### src/qdp_defs.vh
`ifndef QDP_DEFS_VH
`define QDP_DEFS_VH
// device type identifier (arbitrary value)
`define QDP_DEV_TYPE      4'h9
// opcodes, upper nibble of the instruction byte
`define QDP_OP_RD_WIPER   4'h9
`define QDP_OP_WR_WIPER   4'ha
`define QDP_OP_RD_SET     4'hb
`define QDP_OP_WR_SET     4'hc
`define QDP_OP_XFR_TO_W   4'hd
`define QDP_OP_XFR_TO_S   4'he
// nonvolatile write time in ms and in cycles of the 50 MHz clock
`define QDP_NV_WRITE_MS   10
`define QDP_CLK_KHZ       50000
`define QDP_NV_CYCLES     (`QDP_NV_WRITE_MS * `QDP_CLK_KHZ)
// reset value of every setting register
`define QDP_SET_RESET     8'h80
`endif

### src/qdp_pot_slave.v
`timescale 1ns/1ns
`include "qdp_defs.vh"
// Summary of operation
// four channels, each one wiper register and four setting registers, all accessible
// wiper register value alone selects one of 256 taps
// at power-up each wiper loads its channel's slot zero setting
// incoming data bits sampled on serial clock rising edge
// outgoing data changes only after serial clock falling edge
// data line only pulled low, otherwise released
// low four address bits come from four straps and must match
// system gives every device a unique strap address, sixteen at most
// master sends address, then instruction with pointers, then data
// write lock low blocks every setting register write
// first byte needs fixed type in upper nibble and straps below
// acknowledge valid address, instruction bytes, and write data bytes
// during nonvolatile write ignore bus and withhold address acknowledge
// bytes travel msb first, eight bits then acknowledge
module qdp_pot_slave #(
  parameter NV_CYCLES = `QDP_NV_CYCLES
) (
  input  wire        clk,
  input  wire        rstn,
  input  wire        scl,
  input  wire        sda_i,
  output wire        sda_o,
  output wire        sda_oe_n,
  input  wire        addr_strap_0,
  input  wire        addr_strap_1,
  input  wire        addr_strap_2,
  input  wire        addr_strap_3,
  input  wire        write_lock_n,
  output wire [7:0]  wiper_ch0,
  output wire [7:0]  wiper_ch1,
  output wire [7:0]  wiper_ch2,
  output wire [7:0]  wiper_ch3,
  output wire        nv_busy
);
  localparam ST_IDLE = 3'd0;
  localparam ST_ADDR = 3'd1;
  localparam ST_INST = 3'd2;
  localparam ST_WDAT = 3'd3;
  localparam ST_RDAT = 3'd4;
  localparam ST_SKIP = 3'd5;

  reg  [7:0]  wiper_position_reg [0:3];
  reg  [7:0]  nonvolatile_setting_reg [0:15];
  reg  [2:0]  scl_s_q;
  reg  [2:0]  sda_s_q;
  reg  [5:0]  lock_s_q;
  reg  [2:0]  st_q;
  reg  [3:0]  bit_q;
  reg  [7:0]  sh_q;
  reg  [7:0]  tx_q;
  reg  [3:0]  inst_q;
  reg  [3:0]  ptr_q;
  reg         ack_q;
  reg         drv_q;
  reg         boot_q;
  reg  [1:0]  boot_ch_q;
  reg  [31:0] nv_cnt_q;
  reg  [3:0]  strap_q;
  reg  [7:0]  strap_s_q;
  reg         nv_pend_q;
  integer     i;

  wire scl_rise = scl_s_q[1] & ~scl_s_q[2];
  wire scl_fall = ~scl_s_q[1] & scl_s_q[2];
  wire sda_now  = sda_s_q[1];
  wire start_c  = scl_s_q[1] & scl_s_q[2] & sda_s_q[2] & ~sda_s_q[1];
  wire stop_c   = scl_s_q[1] & scl_s_q[2] & ~sda_s_q[2] & sda_s_q[1];
  wire busy     = (nv_cnt_q != 32'h0);
  wire [7:0] rx_byte = {sh_q[6:0], sda_now};

  // read data selected by the pointer
  function [7:0] qdp_rd;
    input [3:0] op;
    input [3:0] p;
    begin
      if (op == `QDP_OP_RD_WIPER)
        qdp_rd = wiper_position_reg[p[1:0]];
      else
        qdp_rd = nonvolatile_setting_reg[{p[1:0], p[3:2]}];
    end
  endfunction

  // byte that a read returns, for the pointer held
  wire [7:0] rd_now = qdp_rd(inst_q, ptr_q);

  assign sda_o    = 1'b0;
  assign sda_oe_n = ~drv_q;
  assign nv_busy  = busy;
  assign wiper_ch0 = wiper_position_reg[0];
  assign wiper_ch1 = wiper_position_reg[1];
  assign wiper_ch2 = wiper_position_reg[2];
  assign wiper_ch3 = wiper_position_reg[3];

  // two-stage synchronisers and edge history, six stages on the write lock
  always @(posedge clk or negedge rstn) begin
    if (!rstn) begin
      scl_s_q  <= 3'h7;
      sda_s_q  <= 3'h7;
      lock_s_q <= 6'h0;
      strap_s_q <= 8'h00;
    end else begin
      scl_s_q  <= {scl_s_q[1:0], scl};
      sda_s_q  <= {sda_s_q[1:0], sda_i};
      lock_s_q <= {lock_s_q[4:0], write_lock_n};
      strap_s_q <= {strap_s_q[3:0], addr_strap_3, addr_strap_2, addr_strap_1, addr_strap_0};
    end
  end

  // protocol engine, registers and power-up recall
  always @(posedge clk or negedge rstn) begin
    if (!rstn) begin
      st_q      <= ST_IDLE;
      bit_q     <= 4'h0;
      sh_q      <= 8'h00;
      tx_q      <= 8'h00;
      inst_q    <= 4'h0;
      ptr_q     <= 4'h0;
      ack_q     <= 1'b0;
      drv_q     <= 1'b0;
      boot_q    <= 1'b1;
      boot_ch_q <= 2'h0;
      nv_cnt_q  <= 32'h0;
      strap_q   <= 4'h0;
      nv_pend_q <= 1'b0;
      for (i = 0; i < 4; i = i + 1)
        wiper_position_reg[i] <= 8'h00;
      for (i = 0; i < 16; i = i + 1)
        nonvolatile_setting_reg[i] <= `QDP_SET_RESET;
    end else if (boot_q) begin
      // recall slot zero into each wiper, one channel per cycle
      wiper_position_reg[boot_ch_q] <= nonvolatile_setting_reg[{boot_ch_q, 2'b00}];
      strap_q   <= strap_s_q[7:4];
      boot_ch_q <= boot_ch_q + 2'h1;
      if (boot_ch_q == 2'h3)
        boot_q <= 1'b0;
    end else if (busy) begin
      nv_cnt_q <= nv_cnt_q - 32'h1;
      st_q     <= ST_IDLE;
      drv_q    <= 1'b0;
    end else if (start_c) begin
      st_q  <= ST_ADDR;
      bit_q <= 4'h0;
      ack_q <= 1'b0;
      drv_q <= 1'b0;
    end else if (stop_c) begin
      st_q  <= ST_IDLE;
      drv_q <= 1'b0;
      // a write cut short by stop still starts its timer
      if (nv_pend_q) begin
        nv_cnt_q  <= NV_CYCLES;
        nv_pend_q <= 1'b0;
      end
    end else if (st_q != ST_IDLE) begin
      // skip state still counts bits so a held acknowledge is released
      if (scl_rise) begin
        if (ack_q) begin
          // ninth clock: master acknowledge matters only when reading
          if (st_q == ST_RDAT && sda_now)
            st_q <= ST_SKIP;
        end else begin
          sh_q  <= rx_byte;
          bit_q <= bit_q + 4'h1;
        end
      end else if (scl_fall) begin
        if (ack_q) begin
          ack_q <= 1'b0;
          bit_q <= 4'h0;
          drv_q <= 1'b0;
          // nonvolatile write starts once the acknowledge is over
          if (nv_pend_q) begin
            nv_cnt_q  <= NV_CYCLES;
            nv_pend_q <= 1'b0;
          end
          if (st_q == ST_RDAT) begin
            drv_q <= ~rd_now[7];
            tx_q  <= {rd_now[6:0], 1'b0};        // reload for next byte
          end
        end else if (bit_q == 4'h8) begin
          ack_q <= 1'b1;
          case (st_q)
            ST_ADDR: begin
              if (sh_q == {`QDP_DEV_TYPE, strap_q}) begin
                drv_q <= 1'b1;
                st_q  <= ST_INST;
              end else begin
                st_q  <= ST_SKIP;
              end
            end
            ST_INST: begin
              drv_q  <= 1'b1;
              inst_q <= sh_q[7:4];
              ptr_q  <= sh_q[3:0];
              case (sh_q[7:4])
                `QDP_OP_RD_WIPER, `QDP_OP_RD_SET: st_q <= ST_RDAT;
                `QDP_OP_WR_WIPER, `QDP_OP_WR_SET: st_q <= ST_WDAT;
                `QDP_OP_XFR_TO_W: begin
                  wiper_position_reg[sh_q[1:0]] <=
                    nonvolatile_setting_reg[{sh_q[1:0], sh_q[3:2]}];
                  st_q <= ST_SKIP;
                end
                `QDP_OP_XFR_TO_S: begin
                  if (lock_s_q[5]) begin
                    nonvolatile_setting_reg[{sh_q[1:0], sh_q[3:2]}] <=
                      wiper_position_reg[sh_q[1:0]];
                    nv_pend_q <= 1'b1;
                  end
                  st_q <= ST_SKIP;
                end
                default: st_q <= ST_SKIP;
              endcase
            end
            ST_WDAT: begin
              drv_q <= 1'b1;
              if (inst_q == `QDP_OP_WR_WIPER) begin
                wiper_position_reg[ptr_q[1:0]] <= sh_q;
              end else if (lock_s_q[5]) begin
                nonvolatile_setting_reg[{ptr_q[1:0], ptr_q[3:2]}] <= sh_q;
                nv_pend_q <= 1'b1;
              end
              st_q <= ST_SKIP;
            end
            default: drv_q <= 1'b0;
          endcase
          if (st_q == ST_INST && (sh_q[7:4] == `QDP_OP_RD_WIPER ||
              sh_q[7:4] == `QDP_OP_RD_SET)) begin
            tx_q <= qdp_rd(sh_q[7:4], sh_q[3:0]);
          end
        end else if (st_q == ST_RDAT) begin
          drv_q <= ~tx_q[7];
          tx_q  <= {tx_q[6:0], 1'b0};
          if (bit_q == 4'h7)
            drv_q <= ~tx_q[7];
        end
      end
    end
  end
endmodule // qdp_pot_slave

### config.mk
export PLATFORM = sky130hd
export DESIGN_NAME = qdp_pot_slave
export DESIGN_NICKNAME = d
export VERILOG_FILES = /design/src/qdp_pot_slave.v
export VERILOG_INCLUDE_DIRS = /design/src
export SDC_FILE = /design/constraint.sdc
export NUM_CORES = 1
export LEC_CHECK = 0
export BUFFER_PORTS_ARGS = -buffer_cell sky130_fd_sc_hd__buf_2
export CORE_AREA = 5 5 260 199
export DETAILED_ROUTE_END_ITERATION = 12
export DIE_AREA = 0 0 265 204
export PLACE_DENSITY = 0.56
export SLEW_MARGIN = 20
export SYNTH_ARGS = -nofsm -noshare
export SYNTH_HDL_FRONTEND = slang
export SYNTH_SLANG_ARGS = --single-unit
### constraint.sdc
create_clock -name clk -period 2.7 [get_ports clk]
set_clock_uncertainty 0.2 [all_clocks]
set_input_delay 0.135 -clock clk [delete_from_list [all_inputs] [get_ports clk]]
set_output_delay 0.135 -clock clk [all_outputs]
set_load 0.02 [all_outputs]
# Word-level counts from Yosys, hierarchy flattened
# Index checks and enable logic that the tools add are counted.
# word_totals
ff_bits	253
output_inout_bits	35
word_cells	278
# op_classes
add_sub_neg	3
n_lt_le_gt_ge	11
eq_ne	43
muxes	113
bitwise_logic	26
n_reduce_logical	45
# ops
op	n
2-to-1 mux 32 bit	19
2-to-1 mux 128 bit	4
bitwise mux 128 bit	2
case mux 128 bit (2 select lines)	1
2-to-1 mux 8 bit	22
binary-select mux 8 bit (select 4 bit)	3
bitwise mux 32 bit	3
demux 8 bit (select 4 bit)	2
case mux 32 bit (2 select lines)	1
demux 8 bit (select 2 bit)	3
equality test 4 bit (second input constant)	9
2-to-1 mux 3 bit	11
binary-select mux 8 bit (select 2 bit)	2
nonzero test 32 bit	1
subtractor 32 x 1 -> 32 bit (second input constant)	1
AND reduction 10 bit	3
2-to-1 mux 1 bit	29
2-to-1 mux 4 bit	7
nonzero test 3 bit	8
AND reduction 6 bit	3
nonzero test 2 bit	9
inequality test 2 bit (second input constant)	8
greater-or-equal comparator 5 bit (second input constant)	3
inverter 4 -> 5 bit	3
other kinds (37)	84

# Depth between registers and ports, before layout
# Gate-level depths: netlist (run 1).
# logic_depth
word_depth	17
depth_mapped	11

# Worst setup path after synthesis (run 1)
# No wires, ideal clock.
# synth_path
path_kind	flip-flop to flip-flop
startpoint	register nv_cnt_q[18]
endpoint	register nonvolatile_setting_reg[104] in the netlist's numbering
setup_time_ns	0.125
arrival_ns	2.671
slack_ns	-0.296
stages_incl_launch_ff	8
n_path_buf	1
cell_sequence	dfrtp_1 or4_1 or3_1 buf_2 nor3_4 nand3_2 a21oi_2 mux2_2
# synth_via
elab_chain_len	3
# synth_rtl
element	line_no	source
start: declaration	qdp_pot_slave.v:60	reg [31:0] nv_cnt_q;
start signal: assignment	qdp_pot_slave.v:140	nv_cnt_q <= nv_cnt_q - 32'h1;
nonzero test 32 bit	qdp_pot_slave.v:71	wire busy = (nv_cnt_q != 32'h0);
inverter 1 bit (no source line)	-	
AND reduction 14 bit (no source line)	-	
end signal: indexed assignment	qdp_pot_slave.v:131	nonvolatile_setting_reg[i] <= `QDP_SET_RESET;
end signal: indexed assignment	qdp_pot_slave.v:206	nonvolatile_setting_reg[{sh_q[1:0], sh_q[3:2]}] <=
end signal: indexed assignment	qdp_pot_slave.v:220	nonvolatile_setting_reg[{ptr_q[1:0], ptr_q[3:2]}] <= sh_q;
end: declaration	qdp_pot_slave.v:46	reg [7:0] nonvolatile_setting_reg [0:15];
# Every way passes these cells.
# A chain may end at the register's enable or synchronous reset.

# Final worst setup path (run 1)
# layout_path
startpoint	register nv_cnt_q[18]
endpoint	output port nv_busy
# layout_via
elab_chain_len	1
# layout_rtl
element	line_no	source
nonzero test 32 bit	qdp_pot_slave.v:71	
end: declaration	qdp_pot_slave.v:36	output wire nv_busy
# Every way passes these cells.

==> results of run 1 <==
-- metal layers --
layer / vias to the layer above / global-route usage, % / share of wire [%]
met4: 2 / 6.78 / 3.6
met1: 7433 / 34.9 / 44
met3: 154 / 8.92 / 13
met2: 917 / 32.0 / 40
li1: 6048 / - / -
met5: - / 0.901 / 0.099
-- layout make-up --
class / instances / area [µm²]
clock buffer: 43 / 878
tap: 657 / 822
clock inverter: 10 / 175
inverter: 32 / 128
timing repair buffer: 335 / 3110
fill: 4604 / 28100
sequential: 253 / 6370
multi-input combinational: 1024 / 9620
-- power by group --
group	switching, W	internal [W]
sequential	0.000202	0.00395
clock	0.00174	0.00271
combinational	0.00214	0.00138
total	0.00408	0.00803
-- Yosys cell counts, drive strengths merged (11+ instances only) --
cell / instances / area share (%)
nand2b: 16 / 0.65
nor3: 32 / 1.1
or4: 11 / 0.53
o21ai: 48 / 1.6
xor2: 15 / 0.85
nor2: 86 / 2.2
a22oi: 82 / 4.0
mux4: 76 / 11
mux2i: 70 / 4.5
nand3: 31 / 1.0
inv: 32 / 0.78
a31oi: 11 / 0.45
buf: 36 / 1.1
clkbuf: 68 / 1.7
a21oi: 35 / 1.2
dfstp: 23 / 3.9
nand2: 82 / 2.0
mux2: 111 / 8.1
dfrtp: 230 / 37
o22ai: 64 / 2.6
nor4: 15 / 0.70
o2bb2ai: 71 / 4.0
-- worst max path at each step --
stage	endpoint	slack [ps]	depth (start not counted)	start
global route	wiper_ch0[4]	-260	9	nv_cnt_q[18]
finish	nv_busy	-180	7	nv_cnt_q[18]
floorplan	nonvolatile_setting_reg[104]	-170	7	nv_cnt_q[18]
CTS	nv_busy	-190	7	nv_cnt_q[18]
global placement	nonvolatile_setting_reg[94]	-320	8	st_q[0]
detailed placement	nonvolatile_setting_reg[91]	-320	8	st_q[0]
-- worst reg2reg max path: cells and delay by family, from the launching register on --
family / cells / cell delay, ps
simple gates: 4 / 1240
mux: 1 / 300
buf+inv: 3 / 480
flops: 1 / 380
compound gates: 1 / 170
-- kinds of logic (layout without fill, tap and decap cells) --
kind of cell | Yosys count | count (layout) | share of synthesized area, %
AND/OR/NAND/NOR | 345 | 345 | 11.6
other | 1 | 1 | 0.0243
multiplexers | 257 | 257 | 23.7
adder cells (fa/ha/maj) | 10 | 10 | 0.809
AO/OA/AOI/OAI | 393 | 393 | 18.3
XOR/XNOR | 18 | 18 | 1.02
flip-flops | 253 | 253 | 41.1
buffers and inverters | 136 | 420 | 3.48
-- metrics by stage --
stage / util (%) / area (µm²)
finish: 42.9 / 21100
global placement: 37.3 / 18400
floorplan: - / 15700
global route: 42.9 / 21100
CTS: 41.5 / 20400
detailed placement: 37.3 / 18400
-- timing repair --
| action | CTS | global route |
|---|---|---|
| hold buffers | 16 | 0 |
| setup endpoints to repair | 209 | 221 |
| pin swaps | 17 | 56 |
| endpoints found under the hold margin | 243 | 0 |
| cloned | 5 | 0 |
| buffers inserted | 25 | 12 |
| resized for setup | 109 | 115 |
==> results.json, run 1 <==
{
  "start_util_pct": 31.4,
  "synth_async_sr_flop_share_pct": 100,
  "finalNonFillerCells": 2354,
  "worstHoldStart": "write_lock_n",
  "grt_start_max_net_pins": 74,
  "port_buffers": 42,
  "syn2layout_area_growth_pct": 36.5,
  "netlist_instances": 1413,
  "yosys_warnings": 0,
  "irDropWorstVdd_mv": 0.421,
  "slowest_delay_ps": 540,
  "setup_viol": 184,
  "crit_buf_inv": 4,
  "clkTransAtPathRegs_ps": 60,
  "synth_area_mm2": 0.0155,
  "cp-end-kind": "output port",
  "grt_usage_pct": 23.6,
  "drive_gt1_share_pct": 42.7,
  "core_area_mm2": 0.0492,
  "crit_type": "flip-flop to output port",
  "regToRegStartpoint": "nv_cnt_q[18]",
  "fmax_mhz": 348,
  "htree_levels": 1,
  "worstRegToRegCells": 9,
  "cts_tree": "yes",
  "largest_reg_flops": 128,
  "ys_seq_elements": 253,
  "start_kind": "flip-flop",
  "drtPass1Iterations": 6,
  "finalWeightedCongestion": 1.01,
  "antenna_found_initial": 0,
  "slew_viol_final": 0,
  "hpwl_um": 47500,
  "synth_fp_nets": 1432,
  "required_ps": 2370,
  "insertedDiodeCount": 0,
  "layout_common_cells": "dfrtp_1, buf_4, a22oi_1",
  "die_h_um": 204,
  "dieArea_mm2": 0.0541,
  "antenna_left": 0,
  "p_total_w": 0.0121,
  "grt_pass1_wl_um": 96800,
  "drc_errors": 0,
  "worstPathArrival_ps": 2540,
  "rsz0062_at_grt": "yes",
  "synthFlopType": "dfrtp_1",
  "timing.rr.end": "nonvolatile_setting_reg[123]",
  "vias": 14600,
  "p_per_area_mw_per_mm2": 574,
  "die_width_um": 265,
  "max-clock-path-buffers": 3,
  "cts_buffers": 29,
  "pre_cts_slack_ps": -322,
  "drt_iter0_markers": 2191,
  "grt-ovfl-total": 0,
  "crit_path_max_fanout": 3,
  "crit_path_top_delay_cell": "or4_4",
  "grt_pass1_vias": 13900,
  "status": "complete, but fails checks",
  "drt-total-wl_um": 66600,
  "worst_slew_pin_slew_ps": 785,
  "p_leak_nw": 8.53,
  "min_path_type": "input port to flip-flop",
  "layout_commonest_cell": "dfrtp_1",
  "clock-sinks": 253,
  "crit_chain": "or4_4 > or3_4 > nor3_4 > buf_6 > inv_8 > buf_6 > buf_6",
  "synth_edf_count": 0,
  "vias_per_cell": 6.18,
  "clock_latency_ps": 580,
  "placedCellCount": 2244,
  "setup-tns-final_ps": -20970,
  "hold_ws_ps": 21.5,
  "avgRoutedWirePerCell_um": 28.3,
  "drv_cap": 0,
  "ys_types": 70,
  "whs_endpoint": "lock_s_q[0]",
  "finalCriticalPeriod_ps": 2880,
  "placementRows": 71,
  "crit_family": "simple AND/OR/NAND/NOR gates",
  "boundaryPins": 44,
  "r2r_slack_ps": -180,
  "finalHoldViolCount": 0,
  "finalNetCount": 1694,
  "cts-root-buf": "clkbuf_16",
  "syn_area_per_cell_um2": 10.9,
  "slew_headroom_pct": 47.5,
  "ys_seq_area_share_pct": 41.1,
  "worst_slack_ps": -176,
  "hold_path_depth": 2,
  "violations": "setup timing",
  "path_common_cell": "buf_6",
  "timing.final.crit_share_pct": 107
}
(Power assumes the default switching activity.)
==> inputs of run 2 (changes only) <==
--- a/config.mk
+++ b/config.mk
@@ -10,7 +10,8 @@
 export CORE_AREA = 5 5 260 199
 export DETAILED_ROUTE_END_ITERATION = 12
 export DIE_AREA = 0 0 265 204
-export PLACE_DENSITY = 0.56
+export PLACE_DENSITY = 0.54
+export SKIP_CTS_REPAIR_TIMING = 1
 export SLEW_MARGIN = 20
 export SYNTH_ARGS = -nofsm -noshare
 export SYNTH_HDL_FRONTEND = slang
==> constraint.sdc (replaced) <==
create_clock -name clk -period 3.3 [get_ports clk]
set_clock_uncertainty 0.2 [all_clocks]
set_input_delay 0.165 -clock clk [delete_from_list [all_inputs] [get_ports clk]]
set_output_delay 0.165 -clock clk [all_outputs]
set_load 0.02 [all_outputs]
==> results.json, run 2 (synthesis gave the netlist of run 1 again) <==
{
  "vias_per_cell": 6.25,
  "setup_viol": 0,
  "fillers": 4836,
  "grt-ovfl-total": 0,
  "regArea_mm2": 0.00637,
  "required_ps": 2930,
  "clkTransAtPathRegs_ps": 60,
  "drtPass1Iterations": 5,
  "drv_cap": 0,
  "worst_slack_ps": 169,
  "worstPathArrival_ps": 2770,
  "drc_errors": 0,
  "cp-end-kind": "output port",
  "clock-sinks": 253,
  "die_h_um": 204,
  "crit_type": "flip-flop to output port",
  "pre_cts_slack_ps": 142,
  "insertedDiodeCount": 0,
  "core_area_mm2": 0.0492,
  "irDropWorstVdd_mv": 0.414,
  "cts_buffers": 29,
  "violations": "hold timing",
  "crit_path_max_fanout": 16,
  "crit_chain": "or4_1 > or3_1 > nor3_4 > buf_4 > inv_2 > buf_2",
  "vias": 13600,
  "grt_usage_pct": 22.8,
  "grt_pass1_wl_um": 93100,
  "hold_ws_ps": -8.02,
  "max-clock-path-buffers": 3,
  "finalWeightedCongestion": 1.01,
  "p_total_w": 0.00930,
  "placementRows": 71,
  "slowest_delay_ps": 550,
  "intPower_w": 0.00611,
  "worst_slew_pin_slew_ps": 934,
  "avgRoutedWirePerCell_um": 29.1,
  "syn2layout_area_growth_pct": 17.3,
  "status": "complete, but fails checks",
  "die_width_um": 265,
  "switching_power_w": 0.00319,
  "cts-root-buf": "clkbuf_16",
  "finalCriticalPeriod_ps": 3130,
  "htree_levels": 1,
  "drive_gt1_share_pct": 29.0,
  "dieArea_mm2": 0.0541,
  "cts_tree": "yes",
  "grt_pass1_vias": 13100,
  "slew_viol_final": 0,
  "pwr-share-clk_pct": 37.4,
  "hpwl_um": 46800,
  "power_frac_seq_pct": 37.4,
  "largest_reg_flops": 128,
  "fmax_mhz": 319,
  "switching_share_pct": 34.3,
  "crit_path_top_delay_cell": "or4_1",
  "setup-tns-final_ps": 0,
  "finalNetCount": 1518,
  "start_kind": "flip-flop",
  "drt-total-wl_um": 63400,
  "rsz0062_at_grt": "no",
  "antenna_found_initial": 0,
  "boundaryPins": 44,
  "p_per_area_mw_per_mm2": 513,
  "slew_headroom_pct": 37.2,
  "multi_input_area_mm2": 0.00858,
  "p_comb_share_pct": 25.2,
  "port_buffers": 42,
  "finalHoldViolCount": 18,
  "r2r_slack_ps": 200,
  "grt_start_max_net_pins": 92,
  "drt_iter0_markers": 1680,
  "clock_latency_ps": 590,
  "p_leak_nw": 7.26,
  "layout_commonest_cell": "dfrtp_1",
  "timing.final.crit_share_pct": 94.9,
  "layout_common_cells": "dfrtp_1, mux2_2, buf_4",
  "start_util_pct": 31.4,
  "min_path_type": "input port to async pin",
  "antenna_left": 0
}
## run 2: changes by cell type in the layout (fill, tap and decap cells not counted), sizes merged
cell	change
dlygate4sd3	-7
bufinv	-1
clkinv	-1
buf	-168
clkbuf	-1
clkinvlp	+2
inv	+1
## run 2: final cells by class
type / instances / share of cell area (%)
repair buffers: 159 / 6.79
flip-flops and latches: 253 / 35.1
clock buffers: 43 / 4.62
inverters: 32 / 0.663
well taps: 657 / 4.54
multi-input cells: 1024 / 47.3
clock inverters: 11 / 0.925
## run 2: worst max-delay path, delay by kind of cell, from the launching register on
kind / cells / cell delay [ps]
DFF: 1 / 430
buffers and inverters: 3 / 540
and+or+nand+nor: 3 / 1200
## run 2: routing by layer
metal	vias to the layer above	wire [µm]	GRT usage [%]	share of wire (%)
met5	-	0	0	0
met4	0	1270	4.18	2.0
met3	84	8020	7.63	13
met2	736	25400	31.6	40
met1	7084	28700	34.8	45
li1	5721	-	-	-
## run 2: power groups by stage
stage	Clock, W	Combinational (W)	Sequential [W]
2_1_floorplan	0	0.00145	0.00333
3_5_place_dp	0	0.00227	0.00353
6_report	0.00348	0.00235	0.00348
5_1_grt	0.00365	0.00244	0.00350
4_1_cts	0.00354	0.00227	0.00347
3_3_place_gp	0	0.00226	0.00353
## run 2: path summary, 6_finish.rpt
path | from | to | cells after the start
max in group asynchronous | rstn | nonvolatile_setting_reg[7] | 3
min in group clk | addr_strap_1 | strap_s_q[1] | 2
worst min register to register | lock_s_q[4] | lock_s_q[5] | 0
worst max register to register | nv_cnt_q[18] | drv_q | 7
worst max-delay path | nv_cnt_q[18] | nv_busy | 6
worst min-delay path | rstn | nv_cnt_q[16] | 2
## run 2: stage by stage
step | instance area (µm²) | instances | util (%)
after floorplan | 15500 | 1413 | -
after global placement | 17000 | 2117 | 34.6
after detailed placement | 17000 | 2117 | 34.6
after CTS | 18000 | 2171 | 36.6
after global routing | 18100 | 2179 | 36.8
final | 18100 | 2179 | 36.8
==> inputs of run 3 (changes only) <==
--- a/config.mk
+++ b/config.mk
@@ -6,10 +6,11 @@
 export SDC_FILE = /design/constraint.sdc
 export NUM_CORES = 1
 export LEC_CHECK = 0
+export ABC_AREA = 1
 export BUFFER_PORTS_ARGS = -buffer_cell sky130_fd_sc_hd__buf_2
-export CORE_AREA = 5 5 260 199
+export CORE_AREA = 5 5 268 205
 export DETAILED_ROUTE_END_ITERATION = 12
-export DIE_AREA = 0 0 265 204
+export DIE_AREA = 0 0 273 210
 export PLACE_DENSITY = 0.54
 export SKIP_CTS_REPAIR_TIMING = 1
 export SLEW_MARGIN = 20
==> results.json, run 3 <==
{
  "yosysMostFrequentCell": "nand2_1",
  "timing.final.crit_share_pct": 92.7,
  "ys_seq_area_share_pct": 38.7,
  "ys_seq_elements": 253,
  "synth_area_mm2": 0.0164,
  "placementRows": 73,
  "grt_pass1_wl_um": 109000,
  "max-clock-path-buffers": 3,
  "finalHoldViolCount": 0,
  "cts-root-buf": "clkbuf_16",
  "boundaryPins": 44,
  "drtPass1Iterations": 6,
  "p_leak_nw": 9.24,
  "vias": 17800,
  "synth_top_family_by_area": "simple AND/OR/NAND/NOR gates",
  "synth_async_sr_flop_share_pct": 100,
  "layout_common_cells": "nand2_1, o21ai_0, inv_1",
  "irDropWorstVdd_mv": 0.331,
  "fillers": 5586,
  "slew_viol_final": 0,
  "crit_path_top_delay_cell": "nor2_2",
  "worstPathArrival_ps": 3310,
  "slowest_delay_ps": 470,
  "layout_commonest_cell": "nand2_1",
  "setup_viol": 0,
  "min_path_type": "input port to async pin",
  "synth_xor_area_share_pct": 1.01,
  "finalCriticalPeriod_ps": 3060,
  "crit_path_max_fanout": 19,
  "port_buffers": 42,
  "post_dp_cell_area_mm2": 0.0180,
  "finalWeightedCongestion": 1.00,
  "synth_edf_count": 0,
  "drt-total-wl_um": 73500,
  "vias_per_cell": 5.47,
  "clock-sinks": 253,
  "crit_chain": "inv_1 > ha_1 > nand2_2 > nor2_4 > nand2_2 > nor2_8 > inv_4 > nor2_8 > nand2_4 > nor2_2 > inv_1 > nand2_1 > o21ai_0",
  "cts_tree": "yes",
  "start_util_pct": 31.5,
  "drc_errors": 0,
  "insertedDiodeCount": 0,
  "clock_latency_ps": 590,
  "dieArea_mm2": 0.0573,
  "worst_slew_pin_slew_ps": 866,
  "yosysTopAreaCell": "dfrtp_1",
  "syn2layout_area_growth_pct": 16.2,
  "hpwl_um": 54700,
  "finalNetCount": 2533,
  "synthAdderAreaFrac_pct": 0.762,
  "grt_pass1_vias": 16100,
  "netlist_instances": 2432,
  "rsz0062_at_grt": "yes",
  "drv_cap": 0,
  "drt_iter0_markers": 2519,
  "drive_gt1_share_pct": 11.9,
  "p_total_w": 0.00989,
  "postLayoutCoreUtil_pct": 36.6,
  "crit_type": "flip-flop to flip-flop",
  "avgRoutedWirePerCell_um": 22.6,
  "hold_ws_ps": 35.7,
  "p_per_area_mw_per_mm2": 519,
  "synth-simple-area-share_pct": 29.4,
  "synth-compound-area-share_pct": 20.7,
  "synthMuxAreaShare_pct": 0,
  "grt_start_max_net_pins": 92,
  "cts_buffers": 29,
  "grt-ovfl-total": 0,
  "cp-end-kind": "flip-flop",
  "synthTopCellsByCount": "nand2_1, o21ai_0, inv_1",
  "required_ps": 3550,
  "largest_reg_flops": 128,
  "ys_types": 46,
  "core_area_mm2": 0.0522,
  "synth_fp_nets": 2451,
  "grt_usage_pct": 25.0,
  "status": "finished, final reports clean",
  "synthFlopType": "dfrtp_1",
  "yosys_warnings": 0,
  "final_area_mm2": 0.0191,
  "die_h_um": 210,
  "antenna_left": 0,
  "slew_headroom_pct": 41.7,
  "antenna_found_initial": 1,
  "htree_levels": 1,
  "start_kind": "flip-flop",
  "fmax_mhz": 327,
  "syn_area_per_cell_um2": 6.75,
  "netlist.area_leader.share_pct": 35.1,
  "netlist_top_cells_area": "dfrtp_1, nand2_1, o21ai_0",
  "die_width_um": 273,
  "clkTransAtPathRegs_ps": 60
}
-- run 3: cell count changes after synthesis, moves of 70 or more --
cell and delta:
inv_1 +202, mux2_2 -111, mux2i_1 -70, mux4_2 -76
nand2_1 +713, nor2_1 +112, o21ai_0 +241, o2bb2ai_1 -71
-- run 3: layout make-up --
type	count	area [µm²]	share of cell area, %
Multi-Input combinational cell	1793	8550	44.8
Sequential cell	253	6360	33.3
Timing Repair Buffer	158	1220	6.42
Inverter	279	1050	5.50
Tap cell	712	891	4.67
Clock buffer	39	823	4.32
Clock inverter	15	180	0.945
-- run 3: logic make-up after synthesis --
group / after synthesis
adders and majority gates: 10
other: 1
buffers and inverters: 386
and+or+nand+nor: 1172
xor gates and xnor gates: 19
DFF: 253
AOI/OAI and AO/OA: 591
-- run 3: path summary, 6_finish.rpt --
kind | startpoint | endpoint | slack [ps] | cells past startpoint
max in group asynchronous | rstn | strap_s_q[2] | 1970 | 3
max reg2reg | nv_cnt_q[0] | nonvolatile_setting_reg[101] | 240 | 13
min in group clk | sda_i | sda_s_q[0] | 40 | 2
max | nv_cnt_q[0] | nonvolatile_setting_reg[101] | 240 | 13
min | rstn | nonvolatile_setting_reg[99] | 40 | 2
min reg2reg | strap_s_q[3] | strap_s_q[7] | 150 | 0
-- run 3: metal layers --
metal	part of all wire (%)	global-route usage, %
met5	0.018	0
met1	46	39.4
met4	2.8	5.46
met3	12	7.12
met2	39	33.3
-- run 3: critical path: cells and delay by family (launching register included) --
family                   cells  cell delay, ps
AND/OR/NAND/NOR              8            1650
flip-flops                   1             390
buffers and inverters        3             300
adder cells (fa/ha/maj)      1             270
AO/OA/AOI/OAI                1              90
-- run 3: metrics by stage --
stage | TNS (ps) | setup slack (ps) | std cells
3_5_place_dp | 0 | 280 | 3187
6_report | 0 | 241 | 3249
5_1_grt | -5.01 | -5.01 | 3249
2_1_floorplan | 0 | 831 | 2432
4_1_cts | 0 | 279 | 3241
3_3_place_gp | 0 | 290 | 3187
-- run 3: where the power goes --
group | switching, W | total [W] | internal, W
clock | 0.00145 | 0.00345 | 0.00200
sequential | 0.000134 | 0.00338 | 0.00325
combinational | 0.00225 | 0.00306 | 0.000811
